### src/rtl/usb_dl_pkg.sv
// Constants, field positions and types shared by the code download bridge.
package usb_dl_pkg;
  // Vendor request encodings seen on the default control endpoint.
  localparam logic [7:0] REQTYPE_VENDOR_OUT = 8'h40;
  localparam logic [7:0] REQTYPE_VENDOR_IN = 8'hc0;
  localparam logic [7:0] REQ_REGISTER_ACCESS = 8'ha0;
  localparam logic [7:0] REQ_MCU_CODE_LOAD = 8'ha1;
  localparam logic [15:0] REG_XFER_LEN = 16'h0002;
  localparam logic [15:0] SETUP_INDEX_ZERO = 16'h0000;
  // Decoded setup request kinds.
  localparam logic [2:0] KIND_NONE = 3'h0;
  localparam logic [2:0] KIND_MCU_CODE = 3'h1;
  localparam logic [2:0] KIND_REG_WRITE = 3'h2;
  localparam logic [2:0] KIND_REG_READ = 3'h3;
  localparam logic [2:0] KIND_OTHER = 3'h4;
  // APB byte offsets.
  localparam logic [11:0] OFF_CTRL = 12'h000;
  localparam logic [11:0] OFF_IO_ADDR = 12'h004;
  localparam logic [11:0] OFF_IO_DATA = 12'h008;
  localparam logic [11:0] OFF_STATUS = 12'h00c;
  localparam logic [11:0] OFF_DL_BASE = 12'h010;
  localparam logic [11:0] OFF_DL_WPTR = 12'h020;
  localparam logic [11:0] OFF_EP_DESC = 12'h040;
  localparam logic [11:0] OFF_BUF_BASE = 12'h060;
  localparam logic [11:0] OFF_BUF_SIZE = 12'h080;
  localparam logic [11:0] OFF_BUF_RD = 12'h0a0;
  localparam logic [11:0] OFF_BUF_WR = 12'h0c0;
  // Field positions.
  localparam int CTRL_FW_LOADED_BIT = 0;
  localparam int IO_START_BIT = 15;
  localparam int IO_WRITE_BIT = 14;
  localparam int REG_SPACE_MCU_BIT = 15;
  localparam int DESC_DIR_IN_BIT = 2;
  localparam int DESC_MAXPKT_LSB = 4;
  // Widths and reset values.
  localparam int PM_ADDR_W = 18;
  localparam int MAXPKT_W = 10;
  localparam logic [17:0] WPTR_RESET = 18'h3_ffff;
  localparam logic [17:0] WPTR_STEP = 18'h0_0001;
  // Fixed endpoint definitions.
  localparam logic [1:0] XFER_CONTROL = 2'h0;
  localparam logic [1:0] XFER_BULK = 2'h2;
  localparam logic [9:0] CTRL_EP_MAXPKT = 10'h008;
  localparam logic [9:0] CODE_EP_MAXPKT = 10'h040;
  localparam int CODE_EPS = 3;
  localparam int PROG_EPS = 8;
  localparam logic [3:0] FIRST_PROG_EP = 4'h4;
  localparam logic [3:0] LAST_PROG_EP = 4'hb;
  typedef enum logic [0:0] {BR_IDLE = 1'b0, BR_BUSY = 1'b1} bridge_state_e;
endpackage : usb_dl_pkg

### src/rtl/code_word_packer.sv
// Gathers four download bytes into one 24-bit instruction and tracks the write offset.
`timescale 1ns/1ps
module code_word_packer (
  input wire logic clock_i,
  input wire logic rst_i,
  input wire logic byte_valid_i,
  input wire logic [7:0] byte_i,
  input wire logic base_load_i,
  output logic word_valid_o,
  output logic [23:0] word_o,
  output logic [17:0] wptr_o
);
  logic [1:0] count;
  logic [15:0] low_bytes;

  always_ff @(posedge clock_i or posedge rst_i) begin
    if (rst_i) begin
      count <= 2'h0;
    end else if (base_load_i) begin
      count <= 2'h0;
    end else if (byte_valid_i) begin
      count <= count + 2'h1;
    end
  end

  // The first byte of each group is the zero pad and is never kept.
  always_ff @(posedge clock_i or posedge rst_i) begin
    if (rst_i) begin
      low_bytes <= 16'h0000;
    end else if (byte_valid_i && count == 2'h1) begin
      low_bytes[7:0] <= byte_i;
    end else if (byte_valid_i && count == 2'h2) begin
      low_bytes[15:8] <= byte_i;
    end
  end

  assign word_valid_o = byte_valid_i && count == 2'h3 && !base_load_i;
  assign word_o = {byte_i, low_bytes};

  always_ff @(posedge clock_i or posedge rst_i) begin
    if (rst_i) begin
      wptr_o <= usb_dl_pkg::WPTR_RESET;
    end else if (base_load_i) begin
      wptr_o <= usb_dl_pkg::WPTR_RESET;
    end else if (word_valid_o) begin
      wptr_o <= wptr_o + usb_dl_pkg::WPTR_STEP;
    end
  end
endmodule : code_word_packer

### src/rtl/usb_code_download_bridge.sv
// Vendor request decode, register bridge and DSP code download path of the USB block.
//
// The register addresses and register access over APB were left to the implementer.
`timescale 1ns/1ps
module usb_code_download_bridge #(
  parameter int IO_ADDR_W = 14
) (
  input wire logic clock_i,
  input wire logic rst_i,
  input wire logic psel_i,
  input wire logic penable_i,
  input wire logic pwrite_i,
  input wire logic [11:0] paddr_i,
  input wire logic [31:0] pwdata_i,
  output logic [31:0] prdata_o,
  output logic pready_o,
  output logic pslverr_o,
  input wire logic setup_valid_i,
  input wire logic [63:0] setup_pkt_i,
  output logic [2:0] setup_kind_o,
  output logic [15:0] setup_addr_o,
  output logic [15:0] setup_len_o,
  output logic reg_space_mcu_o,
  input wire logic bulk_valid_i,
  input wire logic [1:0] bulk_ep_i,
  input wire logic [7:0] bulk_data_i,
  output logic bulk_ready_o,
  output logic pm_we_o,
  output logic [17:0] pm_addr_o,
  output logic [23:0] pm_data_o,
  output logic dsp_req_o,
  output logic dsp_we_o,
  output logic [13:0] dsp_addr_o,
  output logic [15:0] dsp_wdata_o,
  input wire logic dsp_ack_i,
  input wire logic [15:0] dsp_rdata_i,
  input wire logic [3:0] ep_sel_i,
  output logic [1:0] ep_type_o,
  output logic ep_dir_in_o,
  output logic [9:0] ep_maxpkt_o,
  output logic [17:0] ep_buf_base_o,
  output logic [15:0] ep_buf_size_o
);
  logic fw_loaded;
  logic [15:0] io_addr;
  logic [15:0] io_data;
  usb_dl_pkg::bridge_state_e state;
  logic [17:0] dl_base [usb_dl_pkg::CODE_EPS];
  logic [17:0] wptr [usb_dl_pkg::CODE_EPS];
  logic [15:0] ep_desc [usb_dl_pkg::PROG_EPS];
  logic [17:0] buf_base [usb_dl_pkg::PROG_EPS];
  logic [15:0] buf_size [usb_dl_pkg::PROG_EPS];
  logic [15:0] buf_rd [usb_dl_pkg::PROG_EPS];
  logic [15:0] buf_wr [usb_dl_pkg::PROG_EPS];
  logic [usb_dl_pkg::CODE_EPS-1:0] base_load;
  logic [usb_dl_pkg::CODE_EPS-1:0] word_valid;
  logic [23:0] word [usb_dl_pkg::CODE_EPS];
  logic [1:0] pm_ep;
  logic [31:0] next_prdata;
  logic next_pslverr;
  logic apb_write;
  logic [2:0] gidx;
  logic [2:0] next_kind;

  // Writes land on the edge where the master sees pready; one wait state always.
  assign apb_write = psel_i && penable_i && pready_o && pwrite_i;
  assign gidx = paddr_i[4:2];

  always_ff @(posedge clock_i or posedge rst_i) begin
    if (rst_i) begin
      pready_o <= 1'b0;
      prdata_o <= 32'h0000_0000;
      pslverr_o <= 1'b0;
    end else begin
      pready_o <= psel_i && penable_i && !pready_o;
      if (psel_i && penable_i && !pready_o) begin
        prdata_o <= pwrite_i ? 32'h0000_0000 : next_prdata;
        pslverr_o <= next_pslverr;
      end else begin
        pslverr_o <= 1'b0;
      end
    end
  end

  always_comb begin
    next_prdata = 32'h0000_0000;
    next_pslverr = 1'b0;
    unique casez (paddr_i)
      usb_dl_pkg::OFF_CTRL: next_prdata = {31'h0, fw_loaded};
      usb_dl_pkg::OFF_IO_ADDR: next_prdata = {16'h0000, io_addr};
      usb_dl_pkg::OFF_IO_DATA: next_prdata = {16'h0000, io_data};
      usb_dl_pkg::OFF_STATUS: next_prdata = {31'h0, state == usb_dl_pkg::BR_BUSY};
      12'h01?, 12'h02?: begin
        if (paddr_i[3:2] == 2'h3) begin
          next_pslverr = 1'b1;
        end else if (paddr_i[5]) begin
          next_prdata = {14'h0000, wptr[paddr_i[3:2]]};
        end else begin
          next_prdata = {14'h0000, dl_base[paddr_i[3:2]]};
        end
      end
      12'h04?, 12'h05?: next_prdata = {16'h0000, ep_desc[gidx]};
      12'h06?, 12'h07?: next_prdata = {14'h0000, buf_base[gidx]};
      12'h08?, 12'h09?: next_prdata = {16'h0000, buf_size[gidx]};
      12'h0a?, 12'h0b?: next_prdata = {16'h0000, buf_rd[gidx]};
      12'h0c?, 12'h0d?: next_prdata = {16'h0000, buf_wr[gidx]};
      default: next_pslverr = 1'b1;
    endcase
    if (paddr_i[1:0] != 2'h0) begin
      next_pslverr = 1'b1;
    end
  end

  // Software sets this only after re-enumeration under downloaded firmware.
  always_ff @(posedge clock_i or posedge rst_i) begin
    if (rst_i) begin
      fw_loaded <= 1'b0;
    end else if (apb_write && paddr_i == usb_dl_pkg::OFF_CTRL) begin
      fw_loaded <= pwdata_i[usb_dl_pkg::CTRL_FW_LOADED_BIT];
    end
  end

  // Programmable endpoint pool, open to every interface.
  always_ff @(posedge clock_i or posedge rst_i) begin
    if (rst_i) begin
      for (int i = 0; i < usb_dl_pkg::PROG_EPS; i++) begin
        ep_desc[i] <= 16'h0000;
        buf_base[i] <= 18'h0_0000;
        buf_size[i] <= 16'h0000;
        buf_rd[i] <= 16'h0000;
        buf_wr[i] <= 16'h0000;
      end
    end else if (apb_write && paddr_i[1:0] == 2'h0) begin
      unique casez (paddr_i[11:5])
        7'h02: ep_desc[gidx] <= pwdata_i[15:0];
        7'h03: buf_base[gidx] <= pwdata_i[17:0];
        7'h04: buf_size[gidx] <= pwdata_i[15:0];
        7'h05: buf_rd[gidx] <= pwdata_i[15:0];
        7'h06: buf_wr[gidx] <= pwdata_i[15:0];
        default: ;
      endcase
    end
  end

  // Each code endpoint keeps its own download address.
  always_ff @(posedge clock_i or posedge rst_i) begin
    if (rst_i) begin
      for (int i = 0; i < usb_dl_pkg::CODE_EPS; i++) begin
        dl_base[i] <= 18'h0_0000;
      end
    end else begin
      for (int i = 0; i < usb_dl_pkg::CODE_EPS; i++) begin
        if (base_load[i]) begin
          dl_base[i] <= pwdata_i[17:0];
        end
      end
    end
  end

  for (genvar g = 0; g < usb_dl_pkg::CODE_EPS; g++) begin : g_code_ep
    assign base_load[g] = apb_write && paddr_i == usb_dl_pkg::OFF_DL_BASE + 12'(4 * g);
    code_word_packer u_packer (
      .clock_i(clock_i),
      .rst_i(rst_i),
      .byte_valid_i(bulk_valid_i && bulk_ready_o && bulk_ep_i == 2'(g + 1)),
      .byte_i(bulk_data_i),
      .base_load_i(base_load[g]),
      .word_valid_o(word_valid[g]),
      .word_o(word[g]),
      .wptr_o(wptr[g])
    );
  end

  // Ready only tracks the firmware flag, so transfers of any length flow.
  always_ff @(posedge clock_i or posedge rst_i) begin
    if (rst_i) begin
      bulk_ready_o <= 1'b0;
    end else begin
      bulk_ready_o <= fw_loaded;
    end
  end

  // Only one byte arrives per cycle, so at most one packer completes at a time.
  always_ff @(posedge clock_i or posedge rst_i) begin
    if (rst_i) begin
      pm_we_o <= 1'b0;
      pm_addr_o <= 18'h0_0000;
      pm_data_o <= 24'h00_0000;
      pm_ep <= 2'h0;
    end else begin
      pm_we_o <= |word_valid;
      for (int i = 0; i < usb_dl_pkg::CODE_EPS; i++) begin
        if (word_valid[i]) begin
          pm_addr_o <= dl_base[i] + wptr[i] + usb_dl_pkg::WPTR_STEP;
          pm_data_o <= word[i];
          pm_ep <= 2'(i);
        end
      end
    end
  end

  // Bridged DSP register access through the address and data pair.
  always_ff @(posedge clock_i or posedge rst_i) begin
    if (rst_i) begin
      state <= usb_dl_pkg::BR_IDLE;
      io_addr <= 16'h0000;
      io_data <= 16'h0000;
    end else begin
      if (apb_write && paddr_i == usb_dl_pkg::OFF_IO_DATA && state == usb_dl_pkg::BR_IDLE) begin
        io_data <= pwdata_i[15:0];
      end
      unique case (state)
        usb_dl_pkg::BR_IDLE: begin
          if (apb_write && paddr_i == usb_dl_pkg::OFF_IO_ADDR) begin
            io_addr <= pwdata_i[15:0];
            if (pwdata_i[usb_dl_pkg::IO_START_BIT]) begin
              state <= usb_dl_pkg::BR_BUSY;
            end
          end
        end
        usb_dl_pkg::BR_BUSY: begin
          if (dsp_ack_i) begin
            io_addr[usb_dl_pkg::IO_START_BIT] <= 1'b0;
            if (!io_addr[usb_dl_pkg::IO_WRITE_BIT]) begin
              io_data <= dsp_rdata_i;
            end
            state <= usb_dl_pkg::BR_IDLE;
          end
        end
      endcase
    end
  end

  // Registers are frozen while an access is in flight, so the request stays stable.
  always_ff @(posedge clock_i or posedge rst_i) begin
    if (rst_i) begin
      dsp_req_o <= 1'b0;
      dsp_we_o <= 1'b0;
      dsp_addr_o <= 14'h0000;
      dsp_wdata_o <= 16'h0000;
    end else begin
      dsp_req_o <= (state == usb_dl_pkg::BR_BUSY && !dsp_ack_i) ||
        (state == usb_dl_pkg::BR_IDLE && apb_write && paddr_i == usb_dl_pkg::OFF_IO_ADDR &&
         pwdata_i[usb_dl_pkg::IO_START_BIT]);
      if (state == usb_dl_pkg::BR_IDLE && apb_write && paddr_i == usb_dl_pkg::OFF_IO_ADDR) begin
        dsp_we_o <= pwdata_i[usb_dl_pkg::IO_WRITE_BIT];
        dsp_addr_o <= pwdata_i[IO_ADDR_W-1:0];
        dsp_wdata_o <= io_data;
      end
    end
  end

  // Setup packet decode; anything else vendor-shaped is left for a stall.
  always_comb begin
    next_kind = usb_dl_pkg::KIND_OTHER;
    if (setup_pkt_i[47:32] == usb_dl_pkg::SETUP_INDEX_ZERO) begin
      if (setup_pkt_i[7:0] == usb_dl_pkg::REQTYPE_VENDOR_OUT &&
          setup_pkt_i[15:8] == usb_dl_pkg::REQ_MCU_CODE_LOAD) begin
        next_kind = usb_dl_pkg::KIND_MCU_CODE;
      end else if (setup_pkt_i[15:8] == usb_dl_pkg::REQ_REGISTER_ACCESS &&
                   setup_pkt_i[63:48] == usb_dl_pkg::REG_XFER_LEN) begin
        if (setup_pkt_i[7:0] == usb_dl_pkg::REQTYPE_VENDOR_OUT) begin
          next_kind = usb_dl_pkg::KIND_REG_WRITE;
        end else if (setup_pkt_i[7:0] == usb_dl_pkg::REQTYPE_VENDOR_IN) begin
          next_kind = usb_dl_pkg::KIND_REG_READ;
        end
      end
    end
  end

  always_ff @(posedge clock_i or posedge rst_i) begin
    if (rst_i) begin
      setup_kind_o <= usb_dl_pkg::KIND_NONE;
      setup_addr_o <= 16'h0000;
      setup_len_o <= 16'h0000;
      reg_space_mcu_o <= 1'b0;
    end else if (setup_valid_i) begin
      setup_kind_o <= next_kind;
      setup_addr_o <= setup_pkt_i[31:16];
      setup_len_o <= setup_pkt_i[63:48];
      reg_space_mcu_o <= setup_pkt_i[16 + usb_dl_pkg::REG_SPACE_MCU_BIT];
    end
  end

  // Endpoint definition lookup: fixed set first, then the pool.
  always_ff @(posedge clock_i or posedge rst_i) begin
    if (rst_i) begin
      ep_type_o <= usb_dl_pkg::XFER_CONTROL;
      ep_dir_in_o <= 1'b0;
      ep_maxpkt_o <= usb_dl_pkg::CTRL_EP_MAXPKT;
      ep_buf_base_o <= 18'h0_0000;
      ep_buf_size_o <= 16'h0000;
    end else if (ep_sel_i == 4'h0) begin
      ep_type_o <= usb_dl_pkg::XFER_CONTROL;
      ep_dir_in_o <= 1'b0;
      ep_maxpkt_o <= usb_dl_pkg::CTRL_EP_MAXPKT;
      ep_buf_base_o <= 18'h0_0000;
      ep_buf_size_o <= 16'h0000;
    end else if (ep_sel_i < usb_dl_pkg::FIRST_PROG_EP) begin
      ep_type_o <= usb_dl_pkg::XFER_BULK;
      ep_dir_in_o <= 1'b0;
      ep_maxpkt_o <= usb_dl_pkg::CODE_EP_MAXPKT;
      ep_buf_base_o <= dl_base[ep_sel_i[1:0] - 2'h1];
      ep_buf_size_o <= 16'h0000;
    end else if (ep_sel_i <= usb_dl_pkg::LAST_PROG_EP) begin
      ep_type_o <= ep_desc[3'(ep_sel_i - usb_dl_pkg::FIRST_PROG_EP)][1:0];
      ep_dir_in_o <= ep_desc[3'(ep_sel_i - usb_dl_pkg::FIRST_PROG_EP)][usb_dl_pkg::DESC_DIR_IN_BIT];
      ep_maxpkt_o <= ep_desc[3'(ep_sel_i - usb_dl_pkg::FIRST_PROG_EP)][13:4];
      ep_buf_base_o <= buf_base[3'(ep_sel_i - usb_dl_pkg::FIRST_PROG_EP)];
      ep_buf_size_o <= buf_size[3'(ep_sel_i - usb_dl_pkg::FIRST_PROG_EP)];
    end
  end
endmodule : usb_code_download_bridge

### config.mk
export PLATFORM = sky130hd
export DESIGN_NAME = usb_code_download_bridge
export DESIGN_NICKNAME = d
export VERILOG_FILES = /design/src/rtl/usb_dl_pkg.sv /design/src/rtl/code_word_packer.sv /design/src/rtl/usb_code_download_bridge.sv
export SDC_FILE = /design/constraint.sdc
export NUM_CORES = 2
export LEC_CHECK = 0
export BUFFER_PORTS_ARGS = -buffer_cell sky130_fd_sc_hd__clkbuf_2
export CORE_ASPECT_RATIO = 1.4
export CORE_MARGIN = 5
export CORE_UTILIZATION = 60
export DETAILED_ROUTE_END_ITERATION = 8
export GPL_TIMING_DRIVEN = 1
export PLACE_DENSITY = 0.9
export SETUP_SLACK_MARGIN = 0.15
export SYNTH_ARGS = -nofsm -noshare
export SYNTH_HDL_FRONTEND = slang
export SYNTH_SLANG_ARGS = --single-unit
### constraint.sdc
create_clock -name clock_i -period 78.6 [get_ports clock_i]
set_clock_uncertainty 0.2 [all_clocks]
set_input_delay 3.93 -clock clock_i [delete_from_list [all_inputs] [get_ports clock_i]]
set_output_delay 3.93 -clock clock_i [all_outputs]
set_load 0.02 [all_outputs]
Word level (Yosys, flattened, before mapping)
Index checks and enable logic that the tools add are counted.

Bits in registers: 1045. Word-level logic and storage cells: 323.

Add/subtract/negate cells: 14. $lt $le $gt $ge: 7. Equal/unequal tests: 43. Mux-type cells: 99. Bitwise gates (word level): 8. Reduce and logical (&&, ||, !) cells: 72.

Operator list (count): $bwmux W128 (4); $mux W18 (25); $mux W16 (19); $bmux W16 S3 (6); $pmux W18 S10 (1); $bwmux W144 (1); $add A18 B1 Y18 const B (6); $bmux W18 S2 (3); $bmux W18 S3 (2); $mux W24 (3); $add A18 B18 Y18 (3); $demux W18 S3 (1); $demux W16 S3 (1); $eq A8 B4 Y1 const B (6); $eq A12 B5 Y1 const B (3); $logic_and A1 B1 Y1 (35); $eq A8 B3 Y1 const B (4); $mux W32 (1); $mux W10 (3); $mux W14 (2); $eq A12 B4 Y1 const B (2); $eq A8 B8 Y1 const B (3); $eq A7 B3 Y1 const B (3); $reduce_and A2 Y1 (10); 36 further kinds (96).

Logic depth before layout (Yosys ltp)
Word-level depth: 9. Gate-level depth with buffers: 14. Gate-level depth less buffers: 12.

Modules after synthesis
Synthesis repeated with hierarchy kept, for this count alone.

Cells, all modules: 4098. Area total of the unflattened synthesis: 52720.6 µm².

Modules (own cells, without submodules): usb_code_download_bridge (times used 1, cells each 3657, area an instance 47289.1 µm², seq. area each 23073.4 µm²); code_word_packer (times used 3, cells each 147, area an instance 1810.5 µm², seq. area each 923.4 µm²).

Worst setup path before layout
Ideal clock, no wire load.

Path kind: input-to-reg. Start point: in ep_sel_i[0]. End point: reg ep_buf_base_o[0]. Data arrival time: 7.485 ns. Path slack: 70.778 ns. Cell stages on the path: 12. Buffers on the path: 6. Cells stage by stage: clkbuf_1 -> clkbuf_1 -> buf_1 -> clkinv_1 -> clkbuf_1 -> ha_1 -> clkbuf_1 -> buf_1 -> mux2i_1 -> o21ai_0 -> a221oi_1 -> a21oi_1.

Cells in the longest elaborated chain, start to end: 8.

RTL lines: start, declared (line usb_code_download_bridge.sv:37) `input wire logic [3:0] ep_sel_i,`; $sub A3 B3 Y3 (line usb_code_download_bridge.sv:309) `ep_buf_base_o <= buf_base[3'(ep_sel_i - usb_dl_pkg::FIRST_PROG_EP)];`; $not A3 Y4 (not written as such) (line usb_code_download_bridge.sv:309); $bmux W18 S3 (line usb_code_download_bridge.sv:309); $mux W18 (not written as such) (2 in series) (line usb_code_download_bridge.sv:309); $mux W18 (line usb_code_download_bridge.sv:305) `end else if (ep_sel_i <= usb_dl_pkg::LAST_PROG_EP) begin`; $mux W18 (line usb_code_download_bridge.sv:299) `end else if (ep_sel_i < usb_dl_pkg::FIRST_PROG_EP) begin`; $mux W18 (line usb_code_download_bridge.sv:293) `end else if (ep_sel_i == 4'h0) begin`; end signal, assigned (line usb_code_download_bridge.sv:303) `ep_buf_base_o <= dl_base[ep_sel_i[1:0] - 2'h1];`; end signal, assigned (line usb_code_download_bridge.sv:309); end, declared (line usb_code_download_bridge.sv:41) `output logic [17:0] ep_buf_base_o,`.

Parallel ways exist; a longest one is shown, timed or not. The select of a mux whose other input is x is not followed. A chain may end at the register's enable or synchronous reset.

Worst setup path after layout
Start point: in paddr_i[9]. End point: reg buf_size[47] (netlist bit).

Cells in the longest elaborated chain, start to end: 2.

RTL lines: start, declared (line usb_code_download_bridge.sv:13) `input wire logic [11:0] paddr_i,`; $eq A7 B3 Y1 (line usb_code_download_bridge.sv:134) `unique casez (paddr_i[11:5])`; $reduce_and A2 Y1 (no line); end signal, assigned by index (line usb_code_download_bridge.sv:137) `7'h04: buf_size[gidx] <= pwdata_i[15:0];`; end, declared (line usb_code_download_bridge.sv:52) `logic [15:0] buf_size [usb_dl_pkg::PROG_EPS];`.

No other way between the ends.

==> run_results.csv <==
group,metric,value,unit
setup_path,critical_path.top_delay_family,"simple AND/OR/NAND/NOR gates",
power,power_frac_seq,48.2,%
detailed_routing,drc,40,
yosys,syn_area,51800,um^2
cts,post_cts_resize_count,0,
yosys,proportion_of_synthesized_chip_area_in_sequential_cells,49.9,%
cts,numCtsBuffers,99,
setup_path,cp-end-kind,"flop",
status,status,"complete, but fails checks",
grt,globalRouteOverflowTotal,0,
sta,hold_fails_final_rpt,0,
power,clockPowerShare,46.2,%
cts,cts_setup_buffers,0,
detailed_routing,detailedRoute.firstPassIterationCount,9,
run,timing.max_cap.violations,0,
yosys,postSynth.asyncResetShare,100,%
finish,stdcell_count,5417,
floorplan,number_of_ports_placed_on_the_die_boundary,339,
cts,clock_tree_from_tritoncts,"yes",
setup_path,worst-endpoint-arrival,8000,ps
min_path,min_path_cells,0,
yosys,yosys_warnings,0,
detailed_routing,finalWirelength,157000,um
sta,finalSetupViolCount,0,
yosys,synth_flop_cell,"dfrtp_1",
cts,clkLatencyLatePin,690,ps
grt,grt.total_usage,33.7,%
cts,cts-hold-fix-buffers,0,
grt,antenna_violations_before_repair,5,
min_path,min-delay-path-class,"reg -> reg",
sta,grt_setup_unrepaired,"no",
power,net-switching-power,265,uW
finish,mostFrequentLayoutCell,"dfrtp_1",
cts,clockRootBuffer,"clkbuf_16",
setup_path,critical_path.n_buffers_inverters,1,
placement,routabilityCongestion,0.932,
sta,slew-limit-headroom,8.15,%
floorplan,die_width,258,um
yosys,synth.ff_latch_count,1030,
grt,pin_count_of_the_biggest_net_entering_global_routing,187,
sta,max_slew.worst_pin.slew,1380,ps
setup_path,crit_path_cell_trace,"clkbuf_2 -> or4_1 -> nor2_1 -> nand2_1 -> nor2_1 -> nand3_1 -> mux2_2",
detailed_routing,route.detailed.wl_per_inst,29.0,um
sta,period_minus_slack,7650,ps
finish,multiInputGateArea,24600,um^2
yosys,synth.distinct_cells,78,
detailed_routing,routed_via_density,6.89,
placement,numPortBuffers,310,
detailed_routing,antenna_nets_post_route,0,
setup_path,timing.reg2reg.worst_path_depth,9,
setup_path,cpMostUsedCell,"nor2_1",
detailed_routing,via_count,37300,
grt,grt_pass1_wl,238000,um
floorplan,die_area,92400,um^2
setup_path,worst-endpoint-required,78950,ps
setup_path,worst-path-stages,7,
floorplan,die_h,358,um
cts,clock_tree.htree_level_count,3,
yosys,synth_enable_flop_cells,0,
power,vdd_drop_max,0.0205,mV
yosys,avgSynthCellArea,12.7,um^2
yosys,netlist_instances,4076,
placement,place.detailed.instances,5228,
cts,clk_pin_slew_worst_paths,70,ps
setup_path,timing_worst_setup_path_type,"in -> reg",
finish,regArea,25800,um^2
grt,number_of_global_route_vias_before_repair,39000,
power,power_report.internal_total,848,uW
setup_path,critPathSlowestCell,"nand3_1",
floorplan,core_box_area,85600,um^2
power,power.density_cell_area,19.3,nW/um^2
status,failed_checks,"design-rule violations",
floorplan,core.rowCount,127,
floorplan,initial_utilization,60.5,%
sta,maxSlewViolCount,0,
finish,syn_to_final_growth,11.3,%
setup_path,startpoint_type,"primary input",
power,p_sw_share,23.8,%
finish,fillerInstances,5389,
sta,timing.fmax,131,MHz
finish,drive_gt1_share,38.3,%
placement,dp.final_hpwl,98200,um
detailed_routing,detail_route.iter0.violations,4710,
cts,tritoncts_num_sinks,1030,
finish,mostFrequentLayoutCells,"dfrtp_1, mux2_2, nand2_1, clkbuf_2, mux4_2",
power,cellLeakagePower,0.0283,uW
power,power_frac_comb,5.6,%
setup_path,cp_slowest_stage_delay,1050,ps
sta,timing.final.crit_share,9.73,%
sta,fin_tns_setup,0,ps
cts,cts_buffer_depth,3,
finish,final_nets,4446,
setup_path,crit_path_max_fanout,16,
setup_path,reg2reg_slack,74500,ps
[layout make-up]
class	count	area share (%)
inverter	39	0.272
multi-input combinational	2691	42.7
clock inverter	38	0.893
timing repair buffer	372	3.66
antenna	4	0.0174
tap	1096	2.38
clock buffer	147	5.26
sequential	1030	44.9
[cell families after synthesis]
family,share of synthesized area (%)
buf+inv,2.83
fa+ha+maj,1.66
simple gates,7.34
mux,30.9
compound gates,5.90
xor+xnor,1.44
other cells,0.00724
flops,49.9
[state kept, by name (all words and copies together), names as in the netlist, 16 cells and up]
| name | cells |
|---|---|
| buf_base | 144 |
| buf_rd | 128 |
| buf_size | 128 |
| buf_wr | 128 |
| ep_desc | 128 |
| dl_base | 54 |
| g_code_ep.u_packer.wptr_o | 54 |
| g_code_ep.u_packer.low_bytes | 48 |
| pm_data_o | 24 |
| ep_buf_base_o | 18 |
| pm_addr_o | 18 |
| prdata_o | 18 |
| dsp_wdata_o | 16 |
| ep_buf_size_o | 16 |
| io_addr | 16 |
| io_data | 16 |
| setup_addr_o | 16 |
| setup_len_o | 16 |
[through the flow]
step                      hold WS [ps]  total power, uW  instance area [um^2]  util [%]  setup slack (ps)
after floorplan                    164              586                 51800         -             45570
after global placement             203              606                 54100      63.1             70500
after detailed placement           218              607                 54100      63.1             70470
after CTS                          230             1110                 57600      67.2             71160
after global routing               258             1140                 57600      67.2             70770
final                              241             1110                 57600      67.3             70950
[cell usage after synthesis (19+ instances only)]
cell | number | area share, %
a211oi_1 | 32 | 0.46
a21oi_1 | 95 | 0.92
a221oi_1 | 25 | 0.42
a22o_1 | 32 | 0.54
buf_1 | 54 | 0.39
clkbuf_1 | 242 | 1.8
dfrtp_1 | 975 | 47
dfstp_2 | 55 | 2.8
ha_1 | 64 | 1.5
inv_1 | 37 | 0.27
mux2_2 | 767 | 17
mux2i_1 | 151 | 2.9
mux4_2 | 260 | 11
nand2_1 | 528 | 3.8
nand3_1 | 70 | 0.68
nor2_1 | 115 | 0.83
nor3_1 | 24 | 0.23
o211ai_1 | 23 | 0.33
o21ai_0 | 148 | 1.4
o22ai_1 | 29 | 0.35
or3_1 | 19 | 0.23
xnor2_1 | 44 | 0.74
xor2_1 | 41 | 0.69
[worst register-to-register path, stage by stage, from the launching register on]
cell      delay (ps)
dfstp_2          590
ha_1             310
o211ai_1         210
a21oi_1          100
o41ai_1          780
o21ai_0          350
o311ai_0         790
o31a_1           240
xor2_1           250
a211oi_1         120
[power by group through the flow]
stage	Sequential (uW)	Combinational, uW	Clock, uW
final	537	61.9	514
after global routing	537	65.6	538
after CTS	537	61.2	515
after detailed placement	546	60.6	0
after global placement	546	59.8	0
after floorplan	549	36.3	0
[worst paths after layout]
kind | from | endpoint
min | fw_loaded$_DFFE_PP0P_ | bulk_ready_o$_DFF_PP0_
min reg2reg | fw_loaded$_DFFE_PP0P_ | bulk_ready_o$_DFF_PP0_
max reg2reg | g_code_ep[1].u_packer.wptr_o[2]$_DFFE_PP1P_ | pm_addr_o[15]$_DFFE_PP0P_
max in group asynchronous | rst_i | buf_size[30]$_DFFE_PP0P_
max | paddr_i[9] | buf_size[47]$_DFFE_PP0P_
min in group asynchronous | rst_i | g_code_ep[1].u_packer.low_bytes[2]$_DFFE_PP0P_
[metal layers]
| metal | up-vias | wire length (um) | global-route usage, % | part of all wire, % |
|---|---|---|---|---|
| li1 | 15200 | - | - | - |
| met1 | 18900 | 53900 | 42.0 | 34 |
| met2 | 2526 | 72300 | 52.0 | 46 |
| met3 | 661 | 18100 | 9.56 | 12 |
| met4 | 4 | 12600 | 21.9 | 8.0 |
| met5 | - | 29 | 0 | 0.018 |
(Power assumes the default switching activity.)
